<file path="src/verilog/e3rx_regs.vh">
// register offsets, field positions, reset values for the e3 rx status bank
// assumes 32-bit classic wishbone, one register per aligned word
`ifndef E3RX_REGS_VH
`define E3RX_REGS_VH
// printed offsets are not all multiples of four: index = offset, byte addr = 4*index
`define E3RX_IDX_STATUS_ONE 8'h24
`define E3RX_IDX_STATUS_TWO 8'h26
`define E3RX_IDX_LATCH_ONE 8'h28
`define E3RX_IDX_LATCH_TWO 8'h2a
`define E3RX_IDX_IRQEN_ONE 8'h2c
`define E3RX_IDX_IRQEN_TWO 8'h2e
`define E3RX_IDX_FE_COUNT 8'h34
`define E3RX_IDX_CONTROL 8'h20
`define E3RX_IDX_GLOBAL_EN 8'h40
// status / latch one bit positions
`define E3RX_B_SIG_LOSS 0
`define E3RX_B_OUT_FRAME 1
`define E3RX_B_ALARM_SIG 2
`define E3RX_B_REMOTE_ALARM 3
`define E3RX_B_FRAME_LOSS 4
`define E3RX_B_ALIGN_CHANGE 5
`define E3RX_B_N_BIT 6
`define E3RX_B_A_BIT 7
`define E3RX_B_UNFRAMED_ONES 8
// latch two bit positions
`define E3RX_B_COUNT_NONZERO 0
`define E3RX_B_FRAMING_ERR 8
// control register fields
`define E3RX_B_CTYPE_LO 8
`define E3RX_B_CTYPE_HI 9
`define E3RX_B_COUNT_ALWAYS 10
// count type codes
`define E3RX_CT_OUT_FRAME 2'h0
`define E3RX_CT_FAS_BIT 2'h1
`define E3RX_CT_FAS_WORD 2'h2
// masks and resets
`define E3RX_LATCH_ONE_MASK 16'h01ff
`define E3RX_LATCH_TWO_MASK 16'h0101
`define E3RX_CONTROL_MASK 16'h0700
`define E3RX_RESET_16 16'h0000
`endif

</file>
<file path="src/verilog/e3rx_status_irq_bank.v">
// e3 g.751 receive status, change latches, irq enables and framing error count
// assumes frame processor inputs are synchronous to ref_clk_in; the loss-of-signal pin is not
// Operation
// - status bit 1 shows the out-of-frame condition
// - status bit 0 follows the line loss-of-signal pin level
// - second status bit 0 is one while the error count is nonzero
// - latch bit 8 sets on any unframed-all-ones change
// - latch bits 7 and 6 set on a or n bit change
// - latch bit 5 sets on a changed frame alignment reload
// - latch bits 4..0 set on frame loss, remote, ais, oof, los changes
// - second latch bit 8 sets on each framing error
// - second latch bit 0 sets only on rising count-nonzero
// - latch, enable and per-port global enable together raise interrupt
// - second enables 8 and 0 gate framing-error and nonzero latches
// - framing error count is sixteen bits of error events
// - readable count refreshes only on performance-monitor update
// - count type selects oof, fas bit errors or fas word errors
// - qualification bit zero suppresses fas bit and fas word counting during oof or ais
`include "e3rx_regs.vh"
`timescale 1ns/1ps
`default_nettype none

module e3rx_status_irq_bank #(
  parameter CNT_W = 16,
  parameter FAS_BITS_W = 4
) (
  input wire ref_clk_in,
  input wire nrst_in,
  // classic wishbone slave
  input wire wb_cyc_in,
  input wire wb_stb_in,
  input wire wb_we_in,
  input wire [9:0] wb_adr_in,
  input wire [3:0] wb_sel_in,
  input wire [31:0] wb_dat_in,
  output reg [31:0] wb_dat_out,
  output reg wb_ack_out,
  // frame processor conditions
  input wire line_signal_loss_input_in,
  input wire out_frame_in,
  input wire alarm_signal_in,
  input wire remote_alarm_in,
  input wire frame_loss_in,
  input wire unframed_all_ones_state_in,
  input wire integrated_a_bit_in,
  input wire integrated_n_bit_in,
  input wire alignment_reload_in,
  input wire alignment_differs_in,
  input wire framing_error_in,
  input wire [FAS_BITS_W-1:0] fas_bit_errors_in,
  input wire perf_monitor_update_in,
  output reg port_irq_out
);

  localparam [CNT_W-1:0] CNT_MAX = {CNT_W{1'b1}};

  // pin crossing: first stage read only by second
  reg los_meta_q;
  reg los_sync_q;
  reg [15:0] status_one_q;
  reg [15:0] latch_one_q;
  reg [15:0] latch_two_q;
  reg [15:0] irq_en_one_q;
  reg [15:0] irq_en_two_q;
  reg [15:0] control_q;
  reg global_en_q;
  reg [CNT_W-1:0] accum_q;
  reg [CNT_W-1:0] tally_q;
  reg nonzero_prev_q;
  reg [15:0] status_one_d;
  reg [CNT_W-1:0] accum_d;
  reg [CNT_W-1:0] incr;
  reg [31:0] rd_d;
  wire frame_err_count_nonzero;
  wire [15:0] change_one;
  wire [7:0] idx;
  wire req;
  wire wr;
  wire [15:0] wdat;
  wire [15:0] w1c_one;
  wire [15:0] w1c_two;
  wire [15:0] set_two;
  wire [1:0] count_type_select;
  wire qualify_ok;

  assign req = wb_cyc_in & wb_stb_in & ~wb_ack_out;
  assign idx = wb_adr_in[9:2];
  assign wr = req & wb_we_in;
  // 16-bit registers sit in lanes 0 and 1
  assign wdat = {wb_sel_in[1] ? wb_dat_in[15:8] : 8'h00, wb_sel_in[0] ? wb_dat_in[7:0] : 8'h00};
  assign count_type_select = control_q[`E3RX_B_CTYPE_HI:`E3RX_B_CTYPE_LO];

  always @* begin
    status_one_d = 16'h0000;
    status_one_d[`E3RX_B_SIG_LOSS] = los_sync_q;
    status_one_d[`E3RX_B_OUT_FRAME] = out_frame_in;
    status_one_d[`E3RX_B_ALARM_SIG] = alarm_signal_in;
    status_one_d[`E3RX_B_REMOTE_ALARM] = remote_alarm_in;
    status_one_d[`E3RX_B_FRAME_LOSS] = frame_loss_in;
    status_one_d[`E3RX_B_N_BIT] = integrated_n_bit_in;
    status_one_d[`E3RX_B_A_BIT] = integrated_a_bit_in;
    status_one_d[`E3RX_B_UNFRAMED_ONES] = unframed_all_ones_state_in;
  end

  assign change_one = (status_one_d ^ status_one_q) & `E3RX_LATCH_ONE_MASK;

  assign frame_err_count_nonzero = |tally_q;

  assign qualify_ok = control_q[`E3RX_B_COUNT_ALWAYS] | ~(out_frame_in | alarm_signal_in);

  always @* begin
    incr = {CNT_W{1'b0}};
    case (count_type_select)
      `E3RX_CT_OUT_FRAME: incr = {{(CNT_W-1){1'b0}}, out_frame_in & ~status_one_q[`E3RX_B_OUT_FRAME]};
      `E3RX_CT_FAS_BIT: incr = qualify_ok ? {{(CNT_W-FAS_BITS_W){1'b0}}, fas_bit_errors_in} : {CNT_W{1'b0}};
      `E3RX_CT_FAS_WORD: incr = {{(CNT_W-1){1'b0}}, qualify_ok & framing_error_in};
      default: incr = {CNT_W{1'b0}};
    endcase
  end

  always @* begin
    accum_d = perf_monitor_update_in ? {CNT_W{1'b0}} : accum_q;
    if ({1'b0, accum_d} + {1'b0, incr} > {1'b0, CNT_MAX}) begin
      accum_d = CNT_MAX;
    end else begin
      accum_d = accum_d + incr;
    end
  end

  assign w1c_one = (wr && idx == `E3RX_IDX_LATCH_ONE) ? wdat : 16'h0000;
  assign w1c_two = (wr && idx == `E3RX_IDX_LATCH_TWO) ? wdat : 16'h0000;
  assign set_two = {7'h00, framing_error_in, 7'h00, frame_err_count_nonzero & ~nonzero_prev_q};

  always @(posedge ref_clk_in) begin
    los_meta_q <= line_signal_loss_input_in;
    los_sync_q <= los_meta_q;
    if (!nrst_in) begin
      los_meta_q <= 1'b0;
      los_sync_q <= 1'b0;
    end
  end

  always @(posedge ref_clk_in) begin
    if (!nrst_in) begin
      status_one_q <= `E3RX_RESET_16;
      latch_one_q <= `E3RX_RESET_16;
      latch_two_q <= `E3RX_RESET_16;
      nonzero_prev_q <= 1'b0;
      accum_q <= {CNT_W{1'b0}};
      tally_q <= {CNT_W{1'b0}};
    end else begin
      status_one_q <= status_one_d;
      nonzero_prev_q <= frame_err_count_nonzero;
      accum_q <= accum_d;
      if (perf_monitor_update_in) begin
        tally_q <= accum_q;
      end
      // sticky, set wins over clear; alignment change
      latch_one_q <= ((latch_one_q & ~w1c_one) | change_one
                     | ((alignment_reload_in & alignment_differs_in) ? 16'h0020 : 16'h0000))
                     & `E3RX_LATCH_ONE_MASK;
      latch_two_q <= ((latch_two_q & ~w1c_two) | set_two) & `E3RX_LATCH_TWO_MASK;
    end
  end

  always @(posedge ref_clk_in) begin
    if (!nrst_in) begin
      irq_en_one_q <= `E3RX_RESET_16;
      irq_en_two_q <= `E3RX_RESET_16;
      control_q <= `E3RX_RESET_16;
      global_en_q <= 1'b0;
    end else if (wr) begin
      case (idx)
        `E3RX_IDX_IRQEN_ONE: irq_en_one_q <= wdat & `E3RX_LATCH_ONE_MASK;
        `E3RX_IDX_IRQEN_TWO: irq_en_two_q <= wdat & `E3RX_LATCH_TWO_MASK;
        `E3RX_IDX_CONTROL: control_q <= wdat & `E3RX_CONTROL_MASK;
        `E3RX_IDX_GLOBAL_EN: global_en_q <= wdat[0];
        default: global_en_q <= global_en_q;
      endcase
    end
  end

  always @* begin
    rd_d = 32'h0000_0000;
    case (idx)
      `E3RX_IDX_STATUS_ONE: rd_d = {16'h0000, status_one_q};
      `E3RX_IDX_STATUS_TWO: rd_d = {31'h0000_0000, frame_err_count_nonzero};
      `E3RX_IDX_LATCH_ONE: rd_d = {16'h0000, latch_one_q};
      `E3RX_IDX_LATCH_TWO: rd_d = {16'h0000, latch_two_q};
      `E3RX_IDX_IRQEN_ONE: rd_d = {16'h0000, irq_en_one_q};
      `E3RX_IDX_IRQEN_TWO: rd_d = {16'h0000, irq_en_two_q};
      `E3RX_IDX_FE_COUNT: rd_d = {{(32-CNT_W){1'b0}}, tally_q};
      `E3RX_IDX_CONTROL: rd_d = {16'h0000, control_q};
      `E3RX_IDX_GLOBAL_EN: rd_d = {31'h0000_0000, global_en_q};
      default: rd_d = 32'h0000_0000;
    endcase
  end

  // unmapped reads answer zero with ack; writes there are dropped
  always @(posedge ref_clk_in) begin
    if (!nrst_in) begin
      wb_ack_out <= 1'b0;
      wb_dat_out <= 32'h0000_0000;
      port_irq_out <= 1'b0;
    end else begin
      wb_ack_out <= req;
      wb_dat_out <= req ? rd_d : 32'h0000_0000;
      port_irq_out <= global_en_q & (|(latch_one_q & irq_en_one_q) | |(latch_two_q & irq_en_two_q));
    end
  end

endmodule // e3rx_status_irq_bank
`default_nettype wire

</file>
<file path="config.mk">
export PLATFORM = sky130hd
export DESIGN_NAME = e3rx_status_irq_bank
export DESIGN_NICKNAME = d
export VERILOG_FILES = /design/src/verilog/e3rx_status_irq_bank.v
export VERILOG_INCLUDE_DIRS = /design/src /design/src/verilog
export SDC_FILE = /design/constraint.sdc
export NUM_CORES = 1
export LEC_CHECK = 0
export ABC_AREA = 0
export CORE_ASPECT_RATIO = 2
export CORE_MARGIN = 2
export CORE_UTILIZATION = 63
export DETAILED_ROUTE_END_ITERATION = 16
export DONT_BUFFER_PORTS = 1
export PLACE_DENSITY = 0.82
export SYNTH_ARGS = -nofsm -noshare
export SYNTH_HDL_FRONTEND = slang
export SYNTH_SLANG_ARGS = --single-unit
</file>
<file path="constraint.sdc">
create_clock -name ref_clk_in -period 2.95 [get_ports ref_clk_in]
set_clock_uncertainty 0.1 [all_clocks]
set_input_delay 0.1475 -clock ref_clk_in [delete_from_list [all_inputs] [get_ports ref_clk_in]]
set_output_delay 0.1475 -clock ref_clk_in [all_outputs]
set_load 0.05 [all_outputs]
</file>
## Word level (Yosys, flattened, before mapping)

Index checks and enable logic that the tools add are counted.

| word-level totals | value |
|---|---|
| register bits | 103 |
| output and inout bits | 34 |
| logic and storage cells | 75 |

| cells by class | value |
|---|---|
| add/sub/neg operators | 2 |
| magnitude comparators | 1 |
| equal/unequal tests | 11 |
| multiplexer cells | 10 |
| bitwise logic cells | 25 |
| reduce and logical (&&, ||, !) cells | 11 |

Operators by type and width:

| kind | number |
|---|---|
| case mux 16 bit (9 select lines) | 1 |
| equality test 8 x 6 -> 1 bit (second input constant) | 8 |
| OR reduction 16 bit | 3 |
| AND 9 bit | 4 |
| 2-to-1 mux 16 bit | 2 |
| 2-to-1 mux 9 bit | 2 |
| inverter 9 bit | 2 |
| OR 9 bit | 2 |
| adder 16 x 16 -> 17 bit | 1 |
| > comparator 17 x 16 -> 1 bit (second input constant) | 1 |
| adder 16 bit | 1 |
| case mux 4 bit (3 select lines) | 1 |
| AND reduction 2 bit | 5 |
| OR 9 x 6 -> 9 bit | 1 |
| bitwise XOR 9 bit | 1 |
| AND 1 bit | 8 |
| equality test 8 x 7 -> 1 bit (second input constant) | 1 |
| 2-to-1 mux 8 bit | 1 |
| 2-to-1 mux 6 bit | 1 |
| 2-to-1 mux 4 bit | 1 |
| inverter 1 bit | 4 |
| 2-to-1 mux 3 bit | 1 |
| OR 1 bit | 3 |
| equality test 2 x 1 -> 1 bit (second input constant) | 1 |
| other kinds (3) | 4 |

## Depth between registers and ports, before layout

Gate-level depths: netlist of the first run.

| depth | value |
|---|---|
| word-level depth | 9 |
| gate-level depth with buffers | 11 |
| mapped depth without buffers | 11 |

## Worst setup path after synthesis of the first run

Ideal clock, no wire load.

| timing path | value |
|---|---|
| path kind | register to register |
| from | reg status_one_q[1] |
| to | reg accum_q[14] |
| setup time | 0.115 ns |
| arrival | 2.110 ns |
| data required time | 2.735 ns |
| path slack | 0.624 ns |
| stages on the path, launching flop included | 12 |
| path through | dfxtp_1 inv_1 ha_1 inv_1 o22ai_1 a22o_1 ha_1 fa_1 nand3_1 nand2_1 a22o_1 and3_1 |

| between the ends | value |
|---|---|
| cells in the longest elaborated chain, start to end | 6 |

RTL lines:

| what | RTL line | source |
|---|---|---|
| start, declared | e3rx_status_irq_bank.v:60 | `reg [15:0] status_one_q;` |
| start signal, assigned | e3rx_status_irq_bank.v:145 | `` status_one_q <= `E3RX_RESET_16; `` |
| start signal, assigned | e3rx_status_irq_bank.v:152 | `status_one_q <= status_one_d;` |
| inverter 1 bit (*) | e3rx_status_irq_bank.v:114 | `` `E3RX_CT_OUT_FRAME: incr = {{(CNT_W-1){1'b0}}, out_frame_in & ~status_one_q[`E3RX_B_OUT_FRAME]}; `` |
| AND 1 bit (*) | e3rx_status_irq_bank.v:114 |  |
| case mux 4 bit (3 select lines) (*) | e3rx_status_irq_bank.v:113 | `case (count_type_select)` |
| adder 16 x 16 -> 17 bit | e3rx_status_irq_bank.v:123 | `if ({1'b0, accum_d} + {1'b0, incr} > {1'b0, CNT_MAX}) begin` |
| > comparator 17 x 16 -> 1 bit | e3rx_status_irq_bank.v:123 |  |
| 2-to-1 mux 16 bit (*) | e3rx_status_irq_bank.v:123 |  |
| end signal, assigned | e3rx_status_irq_bank.v:149 | `accum_q <= {CNT_W{1'b0}};` |
| end signal, assigned | e3rx_status_irq_bank.v:154 | `accum_q <= accum_d;` |
| end, declared | e3rx_status_irq_bank.v:67 | `reg [CNT_W-1:0] accum_q;` |

Every way passes the cells marked *; elsewhere a longest branch is shown, timed or not.
A chain may end at the register's enable or synchronous reset.

## Worst setup path in the final report of the first run

| timing path | value |
|---|---|
| from | in out_frame_in |
| to | reg accum_q[1] |

| between the ends | value |
|---|---|
| cells in the longest elaborated chain, start to end | 8 |

RTL lines:

| what | RTL line | source |
|---|---|---|
| start, declared | e3rx_status_irq_bank.v:40 | `input wire out_frame_in,` |
| OR 1 bit | e3rx_status_irq_bank.v:109 | `` assign qualify_ok = control_q[`E3RX_B_COUNT_ALWAYS] \| ~(out_frame_in \| alarm_signal_in); `` |
| inverter 1 bit | e3rx_status_irq_bank.v:109 |  |
| OR 1 bit | e3rx_status_irq_bank.v:109 |  |
| AND 1 bit / 2-to-1 mux 4 bit (equally long branches) | e3rx_status_irq_bank.v:116, e3rx_status_irq_bank.v:115 |  |
| case mux 4 bit (3 select lines) (*) | e3rx_status_irq_bank.v:113 |  |
| adder 16 x 16 -> 17 bit | e3rx_status_irq_bank.v:123 |  |
| > comparator 17 x 16 -> 1 bit | e3rx_status_irq_bank.v:123 |  |
| 2-to-1 mux 16 bit (*) | e3rx_status_irq_bank.v:123 |  |

Marked as above.

==> results of run 1 <==
## worst min path at each step
stage                                    from                    endpoint  slack, ns
after floorplan                  out_frame_in  status_one_q[1]$_SDFF_PN0_       0.17
after global placement    integrated_a_bit_in  status_one_q[7]$_SDFF_PN0_       0.17
after detailed placement  integrated_n_bit_in  status_one_q[6]$_SDFF_PN0_       0.17
after CTS                        wb_sel_in[0]   latch_one_q[3]$_SDFF_PN0_      0.002
after global routing             wb_sel_in[0]   latch_one_q[3]$_SDFF_PN0_       0.02
final                            wb_adr_in[7]    global_en_q$_SDFFE_PN0P_       0.02
## flip-flops by register name, indices dropped and copies added, names as in the netlist, 2 cells and up
register and cells:
accum_q 16, control_q 3, irq_en_one_q 9, irq_en_two_q 2
latch_one_q 9, latch_two_q 2, status_one_q 8, tally_q 16
wb_dat_out 16
## cells in the final DEF (no fill, tap or decap), types with 5 or more instances in the layout
cell,instances
dfxtp_1,87
dlygate4sd3_1,44
a21oi_1,39
nand2_1,33
nor2_1,28
nand3_1,27
mux2i_1,19
and2_1,18
conb_1,16
inv_1,14
a22oi_1,14
o21ai_0,12
nand4_1,12
and3_1,10
xnor2_1,10
clkbuf_16,9
nor2b_1,8
nor4_1,6
a31oi_1,6
nor3_1,5
ha_1,5
## through the flow
step	instance area (um^2)	total power [uW]	setup slack, ns	cells
floorplan	4280	1400	0.624	484
global placement	4150	1380	0.311	530
detailed placement	4150	1380	0.234	530
CTS	4900	2520	0.153	591
global route	4910	2590	0.00724	591
finish	4910	2530	0.220	591
## cells by family after synthesis
family	after synthesis	synth area share [%]
AOI/OAI and AO/OA	104	16.4
muxes	21	5.31
DFF	87	41.3
and+or+nand+nor	177	24.8
buffers and inverters	60	7.47
xor gates and xnor gates	13	2.70
adders and majority gates	6	1.96
other	1	0.0888
## final cells by class
| cell class | instances | area, um^2 | share of cell area [%] |
|---|---|---|---|
| Multi-Input combinational cell | 337 | 2230 | 45.4 |
| Inverter | 15 | 56.3 | 1.15 |
| Tap cell | 88 | 110 | 2.24 |
| Timing Repair Buffer | 48 | 483 | 9.83 |
| Clock inverter | 6 | 52.6 | 1.07 |
| Clock buffer | 10 | 239 | 4.86 |
| Sequential cell | 87 | 1740 | 35.4 |
## metal layers
layer / vias to the layer above / track usage (%) / part of all wire (%)
li1: 1733 / - / -
met1: 1862 / 33.1 / 32
met2: 219 / 60.3 / 52
met3: 80 / 10.6 / 6.8
met4: 0 / 25.8 / 8.5
met5: - / 0 / 0
## power by group through the flow
stage          sequential [uW]  clock [uW]  combinational (uW)
2_1_floorplan             1240           0                 164
3_5_place_dp              1240           0                 138
6_report                  1220        1110                 208
5_1_grt                   1220        1150                 220
4_1_cts                   1220        1100                 202
3_3_place_gp              1240           0                 136
## what timing repair did
item / 4_1_cts / 5_1_grt
hold endpoints to repair: 63 / 0
setup endpoints to repair: 0 / 12
hold buffers: 45 / 0
resized for setup: 0 / 3
## worst min-delay path: cells and delay by family
family / cells / cell delay [ns]
and+or+nand+nor: 3 / 0.13
muxes: 1 / 0.13
==> impl_results.md, run 1 <==
- Post-DRT Antenna Nets: 0
- Setup violators final: 0
- Share of the synthesized area in the top cell type: 41.3%
- Core region area: 6570 um^2
- Final period util: 92.5%
- GRT Util Overall: 35.4%
- Post-detail-place hpwl: 7970 um
- Final Core Density: 74.8%
- Worst-skew pair later-pin latency: 0.34 ns
- Crit path top cell by count: ha_1
- CP Buf/Inv Count: 2
- CP Cell Sequence: dlygate4sd3_1 -> ha_1 -> inv_1 -> o22ai_1 -> a22o_1 -> ha_1 -> fa_1 -> nand3_1 -> nand2_2 -> nand4_2 -> a21oi_1
- Crit path DAT: 2.82 ns
- NetSw: 649 uW
- Seq cells post-synth: 87
- Gpl congestion: 0.932
- Reg2Reg Depth: 9
- H-tree levels: 3
- Post-DR vias/cell: 6.59
- Die width: 61.9 um
- Syn_area_per_cell: 9.00 um^2
- Worst min path class: in -> reg
- Clk sinks: 87
- Fmax: 366 MHz
- Synth cell types: 69
- CP max-delay cell: dlygate4sd3_1
- Setup Fix Bufs, Post-CTS: 0
- Vias: 3,894
- CP delay by family, top: adder cells
- Top cells by count, synth: 87 x dfxtp_1, 39 x a21oi_1, 34 x nand2_1
- Power Density: 516 nW/um^2
- Final Hold Fails: 0
- Reg clk slew, reported paths: 0.06 ns
- Fin. max-slew vios: 0
- R2R setup slack: 0.23 ns
- Final Routed Wirelength: 12,300 um
- Synth warn: 0
- Cells after Synth: 469
- DRC violations left: 0
- Worst path max stage delay: 0.57 ns
- Chip height: 120 um
- Starting Density: 64.3%
- Total gr overflow: 0
- Comb pwr share: 8.2%
- Largest net degree at the start of global routing: 59
- Most common cell in the synthesized netlist: dfxtp_1
- Die footprint: 7410 um^2
- Nets: 571
- Worst ir drop on vdd: 0.370 mV
- Clock buffer depth: 2
- Post-synthesis sequential area ratio: 41.3%
- Hold Crit Depth: 4
- Path type of the worst setup path: in -> reg
- RSZ-0062 raised after global routing: false
- Data required, critical path: 3.04 ns
- R2R Path End: accum_q[1]$_SDFF_PN0_
- Asr flop ratio synth: 0%
- CTS tree: yes
- Internal: 1880 uW
- Slew @ Worst Pin: 0.727 ns
- Lkg Pwr: 0.00184 uW
- Startpoint types: primary input
- Fin crit period: 2.73 ns
- Top_reg_cell synth: dfxtp_1
- # fillers: 446
- Initial antenna violation count: 0
- Synth area leaders: dfxtp_1 41%, a21oi_1 4.6%, mux2i_1 4.5%
- Switching Share: 25.6%
- Reg2reg start: control_q[8]$_SDFFE_PN0P_
- WL/cell: 20.8 um
- Stages on worst setup path: 11
- Worst hold slack: 0.0165 ns
- Layout cells sized above 1: 8.55%
- First DRT Iteration DRCs: 403
- Area grow syn2layout: 16.4%
- Top-level I/O count: 101
- Area leader, netlist: dfxtp_1
- Max-slew headroom: 51.6%
- CP endpoint kind: register
- TNS Setup: 0 ns
- Root Buffer: clkbuf_16
- Cts bufs inserted: 9
- # diodes: 0
- Input/output buffers: 0
- Clock Power Share: 43.7%
- Post-synth EDFFs: 0
- Maxcap violations: 0
- First-pass iteration count of the detailed router: 7
- FP Rows: 42
- Outcome: completed
- CP Max Fanout: 9
- CP endpoint: accum_q[1]$_SDFF_PN0_
- Launch point of the worst path: out_frame_in
- Synthesized cell area: 4220 um^2
- Sequential cell fraction of total power: 48.1%
- First-pass GRT wire length: 19,200 um
- Vias in the first global route: 3,930
Note: power is estimated with default switching activity, not from simulation.
==> run 2, diff against run 1 <==
GPL_TIMING_DRIVEN = 0   (was unset)
==> impl_results.md, run 2 (synthesis results as in run 1) <==
- Gpl congestion: 0.976 (+4.7%)
- Startpoint types: primary input
- CP max-delay cell: dlygate4sd3_1
- Clock Power Share: 44.4% (+0.7 points)
- Comb pwr share: 9.1% (+0.9 points)
- Chip height: 120 um (unchanged)
- CP delay by family, top: adder cells
- Finished Layout Cells: 616 (+4.2%)
- Post-DRT Antenna Nets: 0 (unchanged)
- Top-level I/O count: 101 (unchanged)
- Area grow syn2layout: 17.9%
- Clk sinks: 87 (unchanged)
- Outcome: completed
- Worst ir drop on vdd: 0.402 mV (+8.7%)
- Internal: 1950 uW (+3.6%)
- CP Cell Sequence: dlygate4sd3_1 -> ha_1 -> inv_1 -> o22ai_1 -> a22o_1 -> ha_1 -> fa_1 -> nand3_1 -> nand2_1 -> nand4_2 -> a21oi_1
- Met1 Resource Use GR: 35.9% (+2.8 points)
- Input/output buffers: 0 (unchanged)
- Cts bufs inserted: 9 (unchanged)
- Clock buffer depth: 2 (unchanged)
- DRC violations left: 0 (unchanged)
- Reg clk slew, reported paths: 0.06 ns (about the same)
- H-tree levels: 3 (unchanged)
- Initial antenna violation count: 0 (unchanged)
- CP endpoint kind: register
- WL/cell: 19.9 um (-4.3%)
- Commonest non-fill, non-tap cell in the layout: dfxtp_1
- Vias in the first global route: 3,841 (-2.3%)
- Crit path DAT: 2.93 ns (+0.11 ns)
- Worst min path class: in -> reg
- NetSw: 665 uW (+2.4%)
- M3 GR Usage: 7.76% (-2.8 points)
- Nets: 596 (+4.4%)
- Starting Density: 64.3% (unchanged)
- Setup violators final: 0 (unchanged)
- GR Util met2: 59.6% (-0.72 points)
- # diodes: 0 (unchanged)
- CTS tree: yes
- Fin crit period: 2.83 ns (+0.0990 ns)
- Post-detail-place hpwl: 8670 um (+8.8%)
- Maxcap violations: 0 (unchanged)
- # fillers: 477 (+7.0%)
- RSZ-0062 raised after global routing: false
- First-pass GRT wire length: 19,000 um (-0.90%)
- Slew @ Worst Pin: 0.720 ns (-0.00605 ns)
- Placed Area: 4390 um^2 (+5.7%)
- TNS Setup: 0 ns (unchanged)
- Data required, critical path: 3.05 ns (about the same)
- Sequential cell fraction of total power: 46.5% (-1.6 points)
- Vias: 3,874 (-0.51%)
- Placed insts: 572 (+7.9%)
- First-pass iteration count of the detailed router: 7 (unchanged)
- Core region area: 6570 um^2 (unchanged)
- Pwr Total: 2620 uW (+3.3%)
- Post-route cell area: 4980 um^2 (+1.3%)
- Post-DR vias/cell: 6.29 (-4.6%)
- Commonest non-fill, non-tap cells in the layout: 87 x dfxtp_1, 39 x a21oi_1, 34 x nand2_1
- First DRT Iteration DRCs: 383 (-5.0%)
- Fin. max-slew vios: 0 (unchanged)
- Final period util: 95.9% (+3.4 points)
- Die footprint: 7410 um^2 (unchanged)
- Largest net degree at the start of global routing: 17 (-71%)
- FP Rows: 42 (unchanged)
- Final Routed Wirelength: 12,300 um (-0.24%)
- Lkg Pwr: 0.00190 uW (+3.6%)
- Switching Share: 25.4% (-0.22 points)
- Power Density: 526 nW/um^2 (+2.0%)
- Grt peak-use layer: met2
- CP Max Fanout: 9 (unchanged)
- Root Buffer: clkbuf_16
- Final Hold Fails: 0 (unchanged)
- Worst-skew pair later-pin latency: 0.34 ns (about the same)
- Crit path top cell by count: ha_1
- Die width: 61.9 um (unchanged)
- Biggest regs: accum_q: 16 flops, tally_q: 16 flops, wb_dat_out: 16 flops
- Area taken by flip-flops and latches: 1740 um^2 (unchanged)
- Multi-input gate area: 2230 um^2 (-0.22%)
- Max-slew headroom: 51.6% (about the same)
- Layout cells sized above 1: 12.7% (+4.1 points)
- CP Buf/Inv Count: 2 (unchanged)
- Fmax: 353 MHz (-3.5%)
- Path type of the worst setup path: in -> reg
- Worst path max stage delay: 0.57 ns (about the same)
- GRT Util Overall: 35.1% (-0.27 points)
- Total gr overflow: 0 (unchanged)
==> run 2: layer usage <==
layer	vias up	part of all wire, %
met5	-	0
met2	201	54
met1	1827	34
met4	0	6.4
met3	58	4.8
li1	1788	-
==> run 2: per-stage QoR <==
step / hold WS, ns / worst slack [ns] / utilization, %
2_1_floorplan: 0.169 / 0.624 / -
3_3_place_gp: 0.170 / 0.142 / 66.8
3_5_place_dp: 0.175 / 0.107 / 66.8
4_1_cts: 0.0145 / 0.135 / 75.7
5_1_grt: 0.0472 / 0.0158 / 75.8
6_report: 0.0115 / 0.121 / 75.8
==> run 2: timing repair <==
item / CTS / global route
endpoints found under the hold margin: 35 / 0
setup buffers: 0 / 0
endpoints found under the setup margin: 0 / 10
resized for setup: 0 / 1
hold buffers: 28 / 0
==> run 2: layout make-up <==
| cell class | count | share of cell area, % |
|---|---|---|
| buffer | 45 | 5.20 |
| clock buffer | 9 | 4.52 |
| clock inverter | 7 | 1.58 |
| inverter | 15 | 1.13 |
| multi-input combinational | 337 | 44.7 |
| sequential | 87 | 35.0 |
| tap | 88 | 2.21 |
| timing repair buffer | 28 | 5.63 |
==> run 2: worst paths after layout <==
check | start | endpoint | slack [ns] | cells after the start
min reg2reg | control_q[8]$_SDFFE_PN0P_ | control_q[8]$_SDFFE_PN0P_ | 0.36 | 2
max reg2reg | status_one_q[1]$_SDFF_PN0_ | accum_q[6]$_SDFF_PN0_ | 0.17 | 11
min | wb_adr_in[7] | global_en_q$_SDFFE_PN0P_ | 0.01 | 4
max | out_frame_in | accum_q[6]$_SDFF_PN0_ | 0.12 | 11
==> run 2: worst register-to-register path: stages, from the launching register on <==
cell	delay [ns]
dfxtp_1	0.32
inv_1	0.04
ha_1	0.18
inv_1	0.07
o22ai_1	0.09
a22o_1	0.20
ha_1	0.24
fa_1	0.42
nand3_1	0.22
nand2_1	0.29
nand4_2	0.33
a21oi_1	0.12
==> run 2: power groups by stage <==
stage	combinational (uW)	sequential [uW]	clock, uW
6_report	238	1220	1160
5_1_grt	255	1220	1210
4_1_cts	233	1220	1150
3_5_place_dp	195	1240	0
3_3_place_gp	193	1240	0
2_1_floorplan	164	1240	0
